==> src/design/csp_regs.svh <==
`ifndef CSP_REGS_SVH
`define CSP_REGS_SVH

// ----------------------------------------------------------------
// Register offsets (byte addresses)
// ----------------------------------------------------------------
`define CSP_OFF_CTRL     8'h00
`define CSP_OFF_TXD      8'h04
`define CSP_OFF_RXD      8'h08
`define CSP_OFF_STAT     8'h0c
`define CSP_OFF_BR_BASE  8'h40

// ----------------------------------------------------------------
// Field positions
// ----------------------------------------------------------------
`define CSP_CTRL_WLEN_LO 0
`define CSP_CTRL_WLEN_HI 3
`define CSP_STAT_LOWPWR  0
`define CSP_STAT_EXTSEQ  1
`define CSP_STAT_REFHALF 2
`define CSP_STAT_RXDONE  3
`define CSP_STAT_AOUTEN  4
`define CSP_ADDR_RW_BIT  7
`define CSP_BR0_EXTSEQ   7
`define CSP_BR2_REFHALF  7
`define CSP_BR2_AOUTEN   0

// ----------------------------------------------------------------
// Reset values and timing counts
// ----------------------------------------------------------------
`define CSP_WLEN_RST     4'h4
`define CSP_BR_RST       8'h00
`define CSP_MCLK_KHZ     20480
`define CSP_SEQ_KHZ      256
`define CSP_CP_BITS      16

`endif

==> src/design/csp_pkg.sv <==
package csp_pkg;

  // Control port phase, one-hot
  typedef enum logic [2:0]
  {
    CSP_CP_ADDR  = 3'b001,
    CSP_CP_WDATA = 3'b010,
    CSP_CP_RDATA = 3'b100
  } csp_cp_state_t;

  typedef logic [7:0] csp_byte_t;

  // AXI response codes
  typedef enum logic [1:0]
  {
    CSP_RESP_OKAY   = 2'b00,
    CSP_RESP_SLVERR = 2'b10
  } csp_resp_t;

endpackage

==> src/design/csp_edge.sv <==
`timescale 1ns/100ps

module csp_edge
(
  input  wire logic aclk,
  input  wire logic aresetn,
  input  wire logic pin,
  output logic      rise,
  output logic      fall
);

  logic prev_r;
  logic prev_nxt;

  // ----------------------------------------------------------------
  // Edge detection on a pin sampled on aclk
  // ----------------------------------------------------------------

  // Previous sample
  always_comb
  begin
    prev_nxt = pin;
  end

  always_ff @(posedge aclk)
  begin
    // Follow the pin in reset so a pin idling high gives no false edge
    if (!aresetn)
      prev_r <= pin;
    else
      prev_r <= prev_nxt;
  end

  // Edge pulses
  assign rise = pin & ~prev_r;
  assign fall = ~pin & prev_r;

endmodule

==> src/design/csp_top.sv <==
`timescale 1ns/100ps
`include "csp_regs.svh"

module csp_top
#(
  parameter int ADDR_W   = 8,
  parameter int MCLK_DIV = `CSP_MCLK_KHZ / `CSP_SEQ_KHZ
)
(
  input  wire logic        aclk,
  input  wire logic        aresetn,
  input  wire logic [ADDR_W-1:0] s_axi_awaddr,
  input  wire logic        s_axi_awvalid,
  output logic             s_axi_awready,
  input  wire logic [31:0] s_axi_wdata,
  input  wire logic [3:0]  s_axi_wstrb,
  input  wire logic        s_axi_wvalid,
  output logic             s_axi_wready,
  output logic [1:0]       s_axi_bresp,
  output logic             s_axi_bvalid,
  input  wire logic        s_axi_bready,
  input  wire logic [ADDR_W-1:0] s_axi_araddr,
  input  wire logic        s_axi_arvalid,
  output logic             s_axi_arready,
  output logic [31:0]      s_axi_rdata,
  output logic [1:0]       s_axi_rresp,
  output logic             s_axi_rvalid,
  input  wire logic        s_axi_rready,
  input  wire logic        ctrl_port_select_n,
  input  wire logic        ctrl_port_clock,
  input  wire logic        ctrl_port_in,
  output logic             ctrl_port_out,
  output logic             ctrl_port_out_oe,
  input  wire logic        tx_frame_sync,
  input  wire logic        tx_bit_clock,
  output logic             tx_serial_out,
  output logic             tx_serial_out_oe,
  input  wire logic        rx_frame_sync,
  input  wire logic        rx_bit_clock,
  input  wire logic        rx_serial_in,
  input  wire logic        dsp_master_clock,
  output logic             seq_clock,
  input  wire logic        powerdown_reset_in,
  output logic             low_power,
  output logic             adpcm_reset,
  output logic             analog_out_en,
  output logic             ref_half_supply
);
  import csp_pkg::*;

  localparam int HALF_DIV = MCLK_DIV / 2;

  // Refuse configurations the logic cannot serve
  if (ADDR_W < 8 || MCLK_DIV < 2 || (MCLK_DIV % 2) != 0
      || MCLK_DIV > 131072)
  begin
    $error("csp_top: bad ADDR_W or MCLK_DIV");
  end

  // ----------------------------------------------------------------
  // Pin edge detectors
  // ----------------------------------------------------------------
  logic cpc_rise, cpc_fall, txb_rise, rxb_fall, txf_rise, rxf_rise;
  logic mck_rise, pdr_rise;

  csp_edge u_cpc (.aclk(aclk), .aresetn(aresetn), .pin(ctrl_port_clock),
                  .rise(cpc_rise), .fall(cpc_fall));
  csp_edge u_txb (.aclk(aclk), .aresetn(aresetn), .pin(tx_bit_clock),
                  .rise(txb_rise), .fall());
  csp_edge u_rxb (.aclk(aclk), .aresetn(aresetn), .pin(rx_bit_clock),
                  .rise(), .fall(rxb_fall));
  csp_edge u_txf (.aclk(aclk), .aresetn(aresetn), .pin(tx_frame_sync),
                  .rise(txf_rise), .fall());
  csp_edge u_rxf (.aclk(aclk), .aresetn(aresetn), .pin(rx_frame_sync),
                  .rise(rxf_rise), .fall());
  csp_edge u_mck (.aclk(aclk), .aresetn(aresetn), .pin(dsp_master_clock),
                  .rise(mck_rise), .fall());
  csp_edge u_pdr (.aclk(aclk), .aresetn(aresetn),
                  .pin(powerdown_reset_in), .rise(pdr_rise), .fall());

  // ----------------------------------------------------------------
  // State
  // ----------------------------------------------------------------
  csp_byte_t     br_r [16];
  csp_byte_t     br_nxt [16];
  csp_cp_state_t cp_st_r, cp_st_nxt;
  logic [3:0]    cp_cnt_r, cp_cnt_nxt, cp_addr_r, cp_addr_nxt;
  csp_byte_t     cp_sh_r, cp_sh_nxt, cp_osh_r, cp_osh_nxt;
  logic          cp_out_r, cp_out_nxt;
  csp_byte_t     cp_byte;
  logic          cp_sel, cp_wr_en;
  logic [3:0]    wlen_r, wlen_nxt;
  csp_byte_t     txd_r, txd_nxt, rxd_r, rxd_nxt;
  csp_byte_t     tx_sh_r, tx_sh_nxt, rx_sh_r, rx_sh_nxt;
  logic [3:0]    tx_cnt_r, tx_cnt_nxt, rx_cnt_r, rx_cnt_nxt;
  logic          tx_busy_r, tx_busy_nxt, tx_oe_r, tx_oe_nxt;
  logic          tx_out_r, tx_out_nxt;
  logic          rx_busy_r, rx_busy_nxt, rx_done_r, rx_done_nxt;
  logic          lp_r, lp_nxt, arst_r, arst_nxt;
  logic          aen_r, aen_nxt, ref_r, ref_nxt;
  logic [15:0]   div_r, div_nxt;
  logic          mseq_r, mseq_nxt, seq_r, seq_nxt;
  logic          aw_ok_r, aw_ok_nxt, w_ok_r, w_ok_nxt;
  logic [ADDR_W-1:0] awa_r, awa_nxt;
  logic [31:0]   wd_r, wd_nxt, rd_r, rd_nxt;
  logic          bv_r, bv_nxt, rv_r, rv_nxt;
  logic [1:0]    br_resp_r, br_resp_nxt, rr_resp_r, rr_resp_nxt;
  logic          do_wr, ar_take;
  logic          ws_r, ws_nxt;

  assign cp_sel  = ~ctrl_port_select_n;
  assign cp_byte = {cp_sh_r[6:0], ctrl_port_in};
  assign do_wr   = aw_ok_r & w_ok_r & ~bv_r;
  assign ar_take = s_axi_arvalid & ~rv_r;

  // ----------------------------------------------------------------
  // Control port, power and sequencing next state
  // ----------------------------------------------------------------
  always_comb
  begin
    br_nxt      = br_r;
    cp_st_nxt   = cp_st_r;
    cp_cnt_nxt  = cp_cnt_r;
    cp_addr_nxt = cp_addr_r;
    cp_sh_nxt   = cp_sh_r;
    cp_osh_nxt  = cp_osh_r;
    cp_out_nxt  = cp_out_r;
    cp_wr_en    = 1'b0;
    if (cp_sel && cpc_rise)
    begin
      cp_cnt_nxt = cp_cnt_r + 4'h1;
      case (cp_st_r)
        CSP_CP_ADDR:
        begin
          cp_sh_nxt = cp_byte;
          if (cp_cnt_r == 4'h7)
          begin
            cp_addr_nxt = cp_byte[3:0];
            cp_osh_nxt  = br_r[cp_byte[3:0]];
            if (cp_byte[`CSP_ADDR_RW_BIT])
              cp_st_nxt = CSP_CP_RDATA;
            else
              cp_st_nxt = CSP_CP_WDATA;
          end
        end
        CSP_CP_WDATA:
        begin
          cp_sh_nxt = cp_byte;
          if (cp_cnt_r == 4'hf)
          begin
            cp_wr_en  = 1'b1;
            cp_st_nxt = CSP_CP_ADDR;
          end
        end
        CSP_CP_RDATA:
        begin
          if (cp_cnt_r == 4'hf)
            cp_st_nxt = CSP_CP_ADDR;
        end
        default:
        begin
          cp_st_nxt  = CSP_CP_ADDR;
          cp_cnt_nxt = 4'h0;
        end
      endcase
    end
    if (cp_sel && cpc_fall && cp_st_r == CSP_CP_RDATA)
    begin
      cp_out_nxt = cp_osh_r[7];
      cp_osh_nxt = {cp_osh_r[6:0], 1'b0};
    end
    if (cp_wr_en)
      br_nxt[cp_addr_r] = cp_byte;
    lp_nxt   = ~powerdown_reset_in;
    arst_nxt = pdr_rise;
    ref_nxt  = br_r[2][`CSP_BR2_REFHALF];
    aen_nxt  = br_r[2][`CSP_BR2_AOUTEN] & ~lp_r;
    div_nxt  = div_r;
    mseq_nxt = mseq_r;
    if (mck_rise)
    begin
      if (div_r == 16'(HALF_DIV - 1))
      begin
        div_nxt  = 16'h0000;
        mseq_nxt = ~mseq_r;
      end
      else
        div_nxt = div_r + 16'h0001;
    end
    if (br_r[0][`CSP_BR0_EXTSEQ])
      seq_nxt = rx_bit_clock;
    else
      seq_nxt = mseq_r;
  end

  // ----------------------------------------------------------------
  // Serial data ports next state
  // ----------------------------------------------------------------
  always_comb
  begin
    tx_sh_nxt   = tx_sh_r;
    tx_cnt_nxt  = tx_cnt_r;
    tx_busy_nxt = tx_busy_r;
    tx_oe_nxt   = tx_oe_r;
    tx_out_nxt  = tx_out_r;
    rx_sh_nxt   = rx_sh_r;
    rx_cnt_nxt  = rx_cnt_r;
    rx_busy_nxt = rx_busy_r;
    rxd_nxt     = rxd_r;
    rx_done_nxt = rx_done_r;
    // Write-one clear of the receive flag; a new word wins
    if (do_wr && awa_r[7:0] == `CSP_OFF_STAT && ws_r
        && wd_r[`CSP_STAT_RXDONE])
      rx_done_nxt = 1'b0;
    if (txf_rise)
    begin
      tx_sh_nxt   = txd_r << (4'h8 - wlen_r);
      tx_cnt_nxt  = 4'h0;
      tx_busy_nxt = 1'b1;
    end
    else if (tx_busy_r && txb_rise)
    begin
      if (tx_cnt_r == wlen_r)
      begin
        tx_busy_nxt = 1'b0;
        tx_oe_nxt   = 1'b0;
      end
      else
      begin
        tx_out_nxt = tx_sh_r[7];
        tx_oe_nxt  = 1'b1;
        tx_sh_nxt  = {tx_sh_r[6:0], 1'b0};
        tx_cnt_nxt = tx_cnt_r + 4'h1;
      end
    end
    if (rxf_rise)
    begin
      rx_cnt_nxt  = 4'h0;
      rx_busy_nxt = 1'b1;
    end
    else if (rx_busy_r && rxb_fall)
    begin
      rx_sh_nxt  = {rx_sh_r[6:0], rx_serial_in};
      rx_cnt_nxt = rx_cnt_r + 4'h1;
      if (rx_cnt_r + 4'h1 == wlen_r)
      begin
        rxd_nxt     = {rx_sh_r[6:0], rx_serial_in};
        rx_busy_nxt = 1'b0;
        rx_done_nxt = 1'b1;
      end
    end
    if (lp_r || arst_r)
    begin
      tx_busy_nxt = 1'b0;
      tx_oe_nxt   = 1'b0;
      rx_busy_nxt = 1'b0;
    end
  end

  // ----------------------------------------------------------------
  // AXI4-Lite slave next state
  // ----------------------------------------------------------------
  always_comb
  begin
    aw_ok_nxt   = aw_ok_r;
    w_ok_nxt    = w_ok_r;
    awa_nxt     = awa_r;
    wd_nxt      = wd_r;
    ws_nxt      = ws_r;
    bv_nxt      = bv_r;
    br_resp_nxt = br_resp_r;
    rv_nxt      = rv_r;
    rd_nxt      = rd_r;
    rr_resp_nxt = rr_resp_r;
    wlen_nxt    = wlen_r;
    txd_nxt     = txd_r;
    if (s_axi_awvalid && s_axi_awready)
    begin
      aw_ok_nxt = 1'b1;
      awa_nxt   = s_axi_awaddr;
    end
    if (s_axi_wvalid && s_axi_wready)
    begin
      w_ok_nxt = 1'b1;
      wd_nxt   = s_axi_wdata;
      ws_nxt   = s_axi_wstrb[0];
    end
    if (do_wr)
    begin
      aw_ok_nxt   = 1'b0;
      w_ok_nxt    = 1'b0;
      bv_nxt      = 1'b1;
      br_resp_nxt = CSP_RESP_OKAY;
      case (awa_r[7:0])
        `CSP_OFF_CTRL:
          if (ws_r)
            wlen_nxt = wd_r[`CSP_CTRL_WLEN_HI:`CSP_CTRL_WLEN_LO];
        `CSP_OFF_TXD:
          if (ws_r)
            txd_nxt = wd_r[7:0];
        `CSP_OFF_STAT: ;
        default:
          br_resp_nxt = CSP_RESP_SLVERR;
      endcase
    end
    else if (bv_r && s_axi_bready)
      bv_nxt = 1'b0;
    if (ar_take)
    begin
      rv_nxt      = 1'b1;
      rd_nxt      = 32'h0000_0000;
      rr_resp_nxt = CSP_RESP_OKAY;
      if (s_axi_araddr[7:6] == 2'b01 && s_axi_araddr[1:0] == 2'b00)
        rd_nxt[7:0] = br_r[s_axi_araddr[5:2]];
      else
        case (s_axi_araddr[7:0])
          `CSP_OFF_CTRL: rd_nxt[3:0] = wlen_r;
          `CSP_OFF_TXD:  rd_nxt[7:0] = txd_r;
          `CSP_OFF_RXD:  rd_nxt[7:0] = rxd_r;
          `CSP_OFF_STAT: rd_nxt[4:0] = {aen_r, rx_done_r, ref_r,
                                        br_r[0][`CSP_BR0_EXTSEQ], lp_r};
          default:       rr_resp_nxt = CSP_RESP_SLVERR;
        endcase
    end
    else if (rv_r && s_axi_rready)
      rv_nxt = 1'b0;
  end

  // ----------------------------------------------------------------
  // Registers
  // ----------------------------------------------------------------
  always_ff @(posedge aclk)
  begin
    if (!aresetn)
    begin
      for (int i = 0; i < 16; i++)
        br_r[i] <= `CSP_BR_RST;
      cp_st_r <= CSP_CP_ADDR;
      cp_cnt_r <= 4'h0; cp_addr_r <= 4'h0; cp_sh_r <= 8'h00;
      cp_osh_r <= 8'h00; cp_out_r <= 1'b0; wlen_r <= `CSP_WLEN_RST;
      txd_r <= 8'h00; rxd_r <= 8'h00; tx_sh_r <= 8'h00; rx_sh_r <= 8'h00;
      tx_cnt_r <= 4'h0; rx_cnt_r <= 4'h0; tx_busy_r <= 1'b0;
      tx_oe_r <= 1'b0; tx_out_r <= 1'b0; rx_busy_r <= 1'b0;
      rx_done_r <= 1'b0; lp_r <= 1'b0; arst_r <= 1'b0; aen_r <= 1'b0;
      ref_r <= 1'b0; div_r <= 16'h0000; mseq_r <= 1'b0; seq_r <= 1'b0;
      aw_ok_r <= 1'b0; w_ok_r <= 1'b0; awa_r <= '0; wd_r <= 32'h0;
      bv_r <= 1'b0; rv_r <= 1'b0; rd_r <= 32'h0;
      br_resp_r <= 2'h0; rr_resp_r <= 2'h0;
      ws_r <= 1'b0;
    end
    else
    begin
      br_r <= br_nxt;
      cp_st_r <= cp_st_nxt; cp_cnt_r <= cp_cnt_nxt;
      cp_addr_r <= cp_addr_nxt; cp_sh_r <= cp_sh_nxt;
      cp_osh_r <= cp_osh_nxt; cp_out_r <= cp_out_nxt; wlen_r <= wlen_nxt;
      txd_r <= txd_nxt; rxd_r <= rxd_nxt; tx_sh_r <= tx_sh_nxt;
      rx_sh_r <= rx_sh_nxt; tx_cnt_r <= tx_cnt_nxt; rx_cnt_r <= rx_cnt_nxt;
      tx_busy_r <= tx_busy_nxt; tx_oe_r <= tx_oe_nxt;
      tx_out_r <= tx_out_nxt; rx_busy_r <= rx_busy_nxt;
      rx_done_r <= rx_done_nxt; lp_r <= lp_nxt; arst_r <= arst_nxt;
      aen_r <= aen_nxt; ref_r <= ref_nxt; div_r <= div_nxt;
      mseq_r <= mseq_nxt; seq_r <= seq_nxt;
      aw_ok_r <= aw_ok_nxt; w_ok_r <= w_ok_nxt; awa_r <= awa_nxt;
      wd_r <= wd_nxt; bv_r <= bv_nxt; rv_r <= rv_nxt; rd_r <= rd_nxt;
      br_resp_r <= br_resp_nxt; rr_resp_r <= rr_resp_nxt;
      ws_r <= ws_nxt;
    end
  end

  // ----------------------------------------------------------------
  // Outputs
  // ----------------------------------------------------------------
  assign s_axi_awready    = ~aw_ok_r & ~bv_r;
  assign s_axi_wready     = ~w_ok_r & ~bv_r;
  assign s_axi_bvalid     = bv_r;
  assign s_axi_bresp      = br_resp_r;
  assign s_axi_arready    = ~rv_r;
  assign s_axi_rvalid     = rv_r;
  assign s_axi_rdata      = rd_r;
  assign s_axi_rresp      = rr_resp_r;
  assign ctrl_port_out    = cp_out_r;
  assign ctrl_port_out_oe = cp_sel & (cp_st_r == CSP_CP_RDATA);
  assign tx_serial_out    = tx_out_r;
  assign tx_serial_out_oe = tx_oe_r;
  assign seq_clock        = seq_r;
  assign low_power        = lp_r;
  assign adpcm_reset      = arst_r;
  assign analog_out_en    = aen_r;
  assign ref_half_supply  = ref_r;

  // ----------------------------------------------------------------
  // Assertions
  // ----------------------------------------------------------------
  AST_TX_HIZ: assert property (@(posedge aclk) disable iff (!aresetn)
    tx_serial_out_oe |-> tx_busy_r)
    else $error("transmit pin driven outside a word");
  AST_CP_IGNORE: assert property (@(posedge aclk) disable iff (!aresetn)
    ctrl_port_select_n |=> $stable(cp_cnt_r) && $stable(cp_st_r))
    else $error("control clock edge taken while deselected");
  AST_CP_RXHOLD: assert property (@(posedge aclk) disable iff (!aresetn)
    cp_st_r == CSP_CP_RDATA |=> $stable(cp_sh_r))
    else $error("control input taken while sending");
  AST_CP_CAPTURE: assert property (@(posedge aclk) disable iff (!aresetn)
    cp_sel && cpc_rise && cp_st_r == CSP_CP_ADDR
    |=> cp_sh_r[0] == $past(ctrl_port_in))
    else $error("control input bit not captured on rise");
  AST_CP_MSB: assert property (@(posedge aclk) disable iff (!aresetn)
    cp_sel && cpc_fall && cp_st_r == CSP_CP_RDATA
    |=> ctrl_port_out == $past(cp_osh_r[7]))
    else $error("read bit not shifted MSB first on fall");
  AST_CP_WR16: assert property (@(posedge aclk) disable iff (!aresetn)
    cp_sel && cpc_rise && cp_st_r == CSP_CP_WDATA && cp_cnt_r == 4'hf
    |=> br_r[$past(cp_addr_r)] == $past(cp_byte))
    else $error("byte register written at wrong bit");
  AST_LOWPWR: assert property (@(posedge aclk) disable iff (!aresetn)
    !powerdown_reset_in |=> low_power ##1 !analog_out_en)
    else $error("power-down not followed");
  AST_ADPCM_RST: assert property (@(posedge aclk) disable iff (!aresetn)
    pdr_rise |=> adpcm_reset ##1 !adpcm_reset && !tx_busy_r)
    else $error("reset pulse missing on power-up edge");
  AST_REF: assert property (@(posedge aclk) disable iff (!aresetn)
    ##1 ref_half_supply == $past(br_r[2][7]))
    else $error("reference select does not follow register");
  AST_SEQ_EXT: assert property (@(posedge aclk) disable iff (!aresetn)
    br_r[0][7] |=> seq_clock == $past(rx_bit_clock))
    else $error("external sequencing clock not selected");

endmodule

==> config.mk <==
export PLATFORM = sky130hd
export DESIGN_NAME = csp_top
export DESIGN_NICKNAME = d
export VERILOG_FILES = /design/src/design/csp_pkg.sv /design/src/design/csp_edge.sv /design/src/design/csp_top.sv
export VERILOG_INCLUDE_DIRS = /design/src /design/src/design
export SDC_FILE = /design/constraint.sdc
export NUM_CORES = 1
export LEC_CHECK = 0
export BUFFER_PORTS_ARGS = -buffer_cell sky130_fd_sc_hd__buf_2
export CORE_MARGIN = 5
export CORE_UTILIZATION = 46
export CTS_CLUSTER_SIZE = 30
export DETAILED_ROUTE_END_ITERATION = 10
export PLACE_DENSITY = 0.75
export SLEW_MARGIN = 20
export SYNTH_ARGS = -nofsm -noshare
export SYNTH_HDL_FRONTEND = slang
export SYNTH_HIERARCHICAL = 1
export SYNTH_SLANG_ARGS = --single-unit
==> constraint.sdc <==
create_clock -name aclk -period 2.45 [get_ports aclk]
set_clock_uncertainty 0.05 [all_clocks]
set_input_delay 0.245 -clock aclk [delete_from_list [all_inputs] [get_ports aclk]]
set_output_delay 0.245 -clock aclk [all_outputs]
set_load 0.02 [all_outputs]
==> reports/metrics.csv, run 1 <==
metric,value,unit
status,finished clean,
finalWirelength,32.2,mm
syn2layout_area_growth,12.7,%
clk_pin_slew_worst_paths,0.06,ns
power.share.switching,22.5,%
cts-root-buf,clkbuf_16,
rsz0062_at_grt,no,
p_int,6.85,mW
place_congestion,0.875,
nets,1501,
maxCapViolCount,0,
grt_max_degree,90,
total_leakage_power,5.34,nW
diodes,0,
clock_latency,0.54,ns
clockBufferDepth,3,
syn_area,12600,um^2
setup-violations-final,0,
synth_cells,1381,
die_area,30800,um^2
firstDrtPassIters,5,
clock_sinks,263,
avgRoutedWirePerCell,18.0,um
p_sw,1.98,mW
hold_class,in -> reg,
setup_tns,0,ns
p_per_area,622,nW/um^2
reg2reg_slack,0.35,ns
fin_crit,2.10,ns
port_buffers,65,
dpl.hpwl,21.2,mm
vias,10260,
clock_power_share,45.0,%
globalRouteOverflowTotal,0,
power.total,8.83,mW
final_antenna_net_count,0,
drt_iter0_drc,948,
worst_pin_slew,0.987,ns
grt_antenna_before_repair,0,
arrival,2.52,ns
slew_headroom,34.1,%
p_comb_share,5.7,%
cts_tree,done,
die_h,176,um
synth_area_per_cell,9.13,um^2
peakVddDrop,0.506,mV
finalCritPeriodShare,85.8,%
min-delay-start,s_axi_awvalid,
r2r-start,cp_cnt_r[0],
worstRegToRegCells,7,
drc_errors,0,
cts_made_buffers,26,
hold_depth,4,
worstHoldEndpoint,awa_r[6],
rows,60,
rr_endpoint,br_r[111],
crit_fanout,31,
ioPinCount,119,
grt_first_pass_wirelength,52.3,mm
hold_viol_final,0,
yosysWarnings,6,
drv_slew,0,
via_per_inst,5.74,
setup.worst_path.start_class,flip-flop,
drive_gt1_share,14.5,%
end_kind,flip-flop,
grt_pass1_vias,10023,
coreArea,27000,um^2
timing.fmax,476,MHz
worstPathRequired,2.87,ns
htreeDepth,1,
worst-setup-path-type,reg -> reg,
sequentialPowerShare,49.4,%
start_util,46.8,%
groute.usage.overall,20.4,%
die_x,176,um
cts_resized,0,
==> power by group through the flow <==
stage	clock network, mW	logic, mW	registers [mW]
final	3.97	0.502	4.36
after global routing	4.21	0.543	4.36
after CTS	4.03	0.495	4.36
after detailed placement	0	0.458	4.45
after global placement	0	0.453	4.45
after floorplan	0	0.360	4.45
==> worst max-delay path by stage <==
| stage | start | end | cells after the start | slack [ns] |
|---|---|---|---|---|
| after floorplan | cp_st_r[0] | cp_osh_r[1] | 6 | 0.25 |
| after global placement | ctrl_port_in | cp_osh_r[7] | 7 | 0.32 |
| after detailed placement | ctrl_port_in | cp_osh_r[7] | 7 | 0.34 |
| after CTS | cp_cnt_r[0] | br_r[111] | 7 | 0.36 |
| after global routing | cp_cnt_r[1] | br_r[111] | 7 | 0.17 |
| final | cp_cnt_r[0] | br_r[111] | 7 | 0.35 |
==> area by class of cell <==
class | count | area, um^2
Fill cell | 2380 | 12700
Clock buffer | 43 | 805
Sequential cell | 263 | 5270
Timing Repair Buffer | 121 | 891
Inverter | 14 | 57.6
Clock inverter | 4 | 56.3
Tap cell | 341 | 427
Multi-Input combinational cell | 1001 | 6710
==> worst max-delay path: stages (launching register included) <==
cell and delay (ns):
dfxtp_1 0.37, ha_1 0.20, and2_1 0.15, and4_1 0.18, buf_4 0.27, and3_1 0.46
nand2_1 0.14, a21oi_1 0.19
==> stage by stage <==
stage / util [%] / cell area [um^2] / worst slack [ns] / hold slack, ns / std cells
finish: 52.7 / 14200 / 0.348 / 0.0992 / 1787
global route: 52.7 / 14200 / 0.166 / 0.143 / 1787
CTS: 52.7 / 14200 / 0.363 / 0.0917 / 1787
detailed placement: 48.5 / 13100 / 0.342 / 0.308 / 1712
global placement: 48.5 / 13100 / 0.322 / 0.307 / 1712
floorplan: - / 12700 / 0.251 / 0.223 / 1406
==> registers in the layout, summed over array words and instances, names as in the netlist, 7 cells and up <==
register     cells
br_r           128
div_r           16
awa_r            8
cp_osh_r         8
rxd_r            8
s_axi_rdata      8
tx_sh_r          8
txd_r            8
wd_r             8
cp_sh_r          7
rx_sh_r          7
==> routing by layer <==
layer | track usage [%] | part of all wire, %
met2 | 34.5 | 49
met5 | 0 | 0
met3 | 2.95 | 6.5
met4 | 6.66 | 2.8
met1 | 27.0 | 42
==> layout by cell type, fill, tap and decap left out, types with 9 or more instances in the layout <==
master	instances
nand2_1	316
nor2_1	105
mux2_2	11
o21ai_0	9
clkbuf_8	9
mux4_2	53
nand3_1	25
a22oi_1	19
and3_1	18
buf_4	22
conb_1	26
buf_2	65
mux2i_1	61
a21oi_1	170
dfxtp_1	262
dlygate4sd3_1	28
nor2b_1	18
inv_1	13
xor2_1	23
xnor2_1	12
and2_1	12
clkbuf_16	26
mux4_1	18
==> timing repair <==
action	4_1_cts	5_1_grt
hold buffers	28	0
hold endpoints to repair	30	0
setup buffers	0	0
(Power assumes the default switching activity.)
==> inputs of run 2 (changes only) <==
--- a/config.mk
+++ b/config.mk
@@ -7,11 +7,13 @@
 export NUM_CORES = 1
 export LEC_CHECK = 0
 export BUFFER_PORTS_ARGS = -buffer_cell sky130_fd_sc_hd__buf_2
+export CELL_PAD_IN_SITES_DETAIL_PLACEMENT = 2
+export CELL_PAD_IN_SITES_GLOBAL_PLACEMENT = 2
 export CORE_MARGIN = 5
-export CORE_UTILIZATION = 46
+export CORE_UTILIZATION = 37
 export CTS_CLUSTER_SIZE = 30
 export DETAILED_ROUTE_END_ITERATION = 10
-export PLACE_DENSITY = 0.75
+export PLACE_DENSITY = 0.9
 export SLEW_MARGIN = 20
 export SYNTH_ARGS = -nofsm -noshare
 export SYNTH_HDL_FRONTEND = slang
==> reports/metrics.csv, run 2 (synthesis gave the netlist of run 1 again) <==
metric,value,unit,change
status,"finished, violations left",,
violations,negative setup slack,,
worstPathRequired,2.85,ns,-0.02 ns
setup_ws,-0.0488,ns,-0.397 ns
finalCritPeriodShare,102,%,+16 points
p_int,7.08,mW,+3.3%
drive_gt1_share,16.9,%,+2.4 points
path_delay_family,simple AND/OR/NAND/NOR gates,,
groute.usage.overall,31.4,%,+11 points
p_sw,2.53,mW,+27%
total_leakage_power,5.39,nW,+0.91%
vias,12349,,+20%
grt_max_degree,199,,+120%
p_comb_share,6.0,%,+0.3 points
power.share.switching,26.3,%,+3.8 points
cts_made_buffers,30,,+15%
p_per_area,659,nW/um^2,+6.1%
drc_errors,0,,unchanged
globalRouteOverflowTotal,0,,unchanged
final_antenna_net_count,0,,unchanged
die_x,195,um,+11%
port_buffers,65,,unchanged
timing.fmax,400,MHz,-16%
die_area,37900,um^2,+23%
rsz0062_at_grt,yes,,
ioPinCount,119,,unchanged
worst_pin_slew,1.21,ns,+0.225 ns
cts_tree,done,,
cts-root-buf,clkbuf_16,,
crit_chain,nor3b_1 > and4_1 > buf_6 > and3_2 > nand2_1 > a21oi_1,,
via_per_inst,6.48,,+13%
clk_pin_slew_worst_paths,0.07,ns,about the same
sequentialPowerShare,45.6,%,-3.8 points
clockBufferDepth,3,,unchanged
clock_sinks,263,,unchanged
maxCapViolCount,0,,unchanged
place_congestion,0.826,,-5.6%
grt_first_pass_wirelength,92.6,mm,+77%
hold_viol_final,0,,unchanged
pre_cts_ws,0.155,ns,-0.187 ns
dpl.hpwl,31.9,mm,+50%
avgRoutedWirePerCell,32.6,um,+81%
crit_buf_inv,1,,unchanged
reg2reg_slack,-0.05,ns,-0.40 ns
largest_reg_flops,128,,unchanged
layout_commonest_cell,nand2_1,,
die_h,195,um,+11%
arrival,2.90,ns,+0.38 ns
htreeDepth,1,,unchanged
setup.worst_path.start_class,flip-flop,,
grt_pass1_vias,13705,,+37%
worst-setup-path-type,reg -> reg,,
start_util,37.5,%,-9.3 points
drt_iter0_drc,1328,,+40%
fin_crit,2.50,ns,+0.397 ns
syn2layout_area_growth,15.5,%,
finalWirelength,62.0,mm,+93%
power.total,9.60,mW,+8.7%
peakVddDrop,0.575,mV,+14%
drv_slew,0,,unchanged
clock_power_share,48.5,%,+3.5 points
slew_headroom,19.0,%,-15 points
firstDrtPassIters,5,,unchanged
setup-violations-final,7,,+7
cpPeakStageDelay,0.53,ns,+0.07 ns
clock_latency,0.59,ns,+0.05 ns
most-common-layout-cells,"316 x nand2_1, 262 x dfxtp_1, 169 x a21oi_1",,
rows,67,,+12%
reg.largest.list,"br_r (128), div_r (16)",,
nets,1507,,+0.40%
coreArea,33600,um^2,+25%
end_kind,flip-flop,,
crit_fanout,31,,unchanged
grt_antenna_before_repair,1,,+1
worst_path_max_delay_cell,dfxtp_1,,
hold_class,in -> reg,,
regMostFlops,br_r,,
postCtsSetupBuffers,0,,unchanged
## run 2: cell count changes in the layout (fill, tap and decap cells not counted), sizes merged
cell	delta
clkinv	+2
clkbuf	+6
buf	+2
diode	+1
bufinv	-1
clkinvlp	+1
## run 2: timing repair
| action | CTS | global route |
|---|---|---|
| hold buffers | 27 | 1 |
| resized for setup | 0 | 30 |
| hold endpoints to repair | 30 | 1 |
| setup endpoints to repair | 0 | 98 |
## run 2: path summary, 6_finish.rpt
path,startpoint,to,cells after the start
worst max register to register,cp_st_r[1],br_r[114],6
worst min-delay path,ctrl_port_in,br_r[24],4
worst min register to register,br_r[76],br_r[76],2
worst max-delay path,cp_st_r[1],br_r[114],6
## run 2: area by class of cell
class / count / area (um^2)
diodes: 1 / 2.50
clock buffers: 49 / 922
clock inverters: 6 / 43.8
fillers: 3505 / 19100
inverters: 14 / 57.6
multi-input cells: 1001 / 6800
flip-flops and latches: 263 / 5270
well taps: 448 / 561
repair buffers: 123 / 910
## run 2: worst min-delay path, delay by kind of cell
kind | cells | cell delay, ns
buf+inv | 2 | 0.32
simple gates | 1 | 0.07
compound gates | 1 | 0.07
## run 2: per-stage QoR
step	util, %	instance area [um^2]	hold WS, ns	cells	setup TNS, ns
global route	43.3	14600	0.143	1904	-0.244
floorplan	-	12700	0.223	1406	0
detailed placement	39.3	13200	0.311	1821	0
global placement	39.3	13200	0.314	1821	0
finish	43.3	14600	0.135	1905	-0.173
CTS	43.0	14500	0.00341	1903	0
## run 2: power groups by stage
stage | sequential (mW) | clock [mW] | combinational, mW
2_1_floorplan | 4.45 | 0 | 0.360
3_3_place_gp | 4.46 | 0 | 0.464
5_1_grt | 4.38 | 4.82 | 0.597
4_1_cts | 4.37 | 4.57 | 0.538
3_5_place_dp | 4.46 | 0 | 0.487
6_report | 4.37 | 4.65 | 0.574
## run 2: layer usage
metal	up-vias	wire, um	GRT usage, %
met5	-	0	0
met4	0	4390	18.1
met3	340	4860	6.32
met2	889	30600	54.8
met1	6226	22200	35.7
li1	4894	-	-
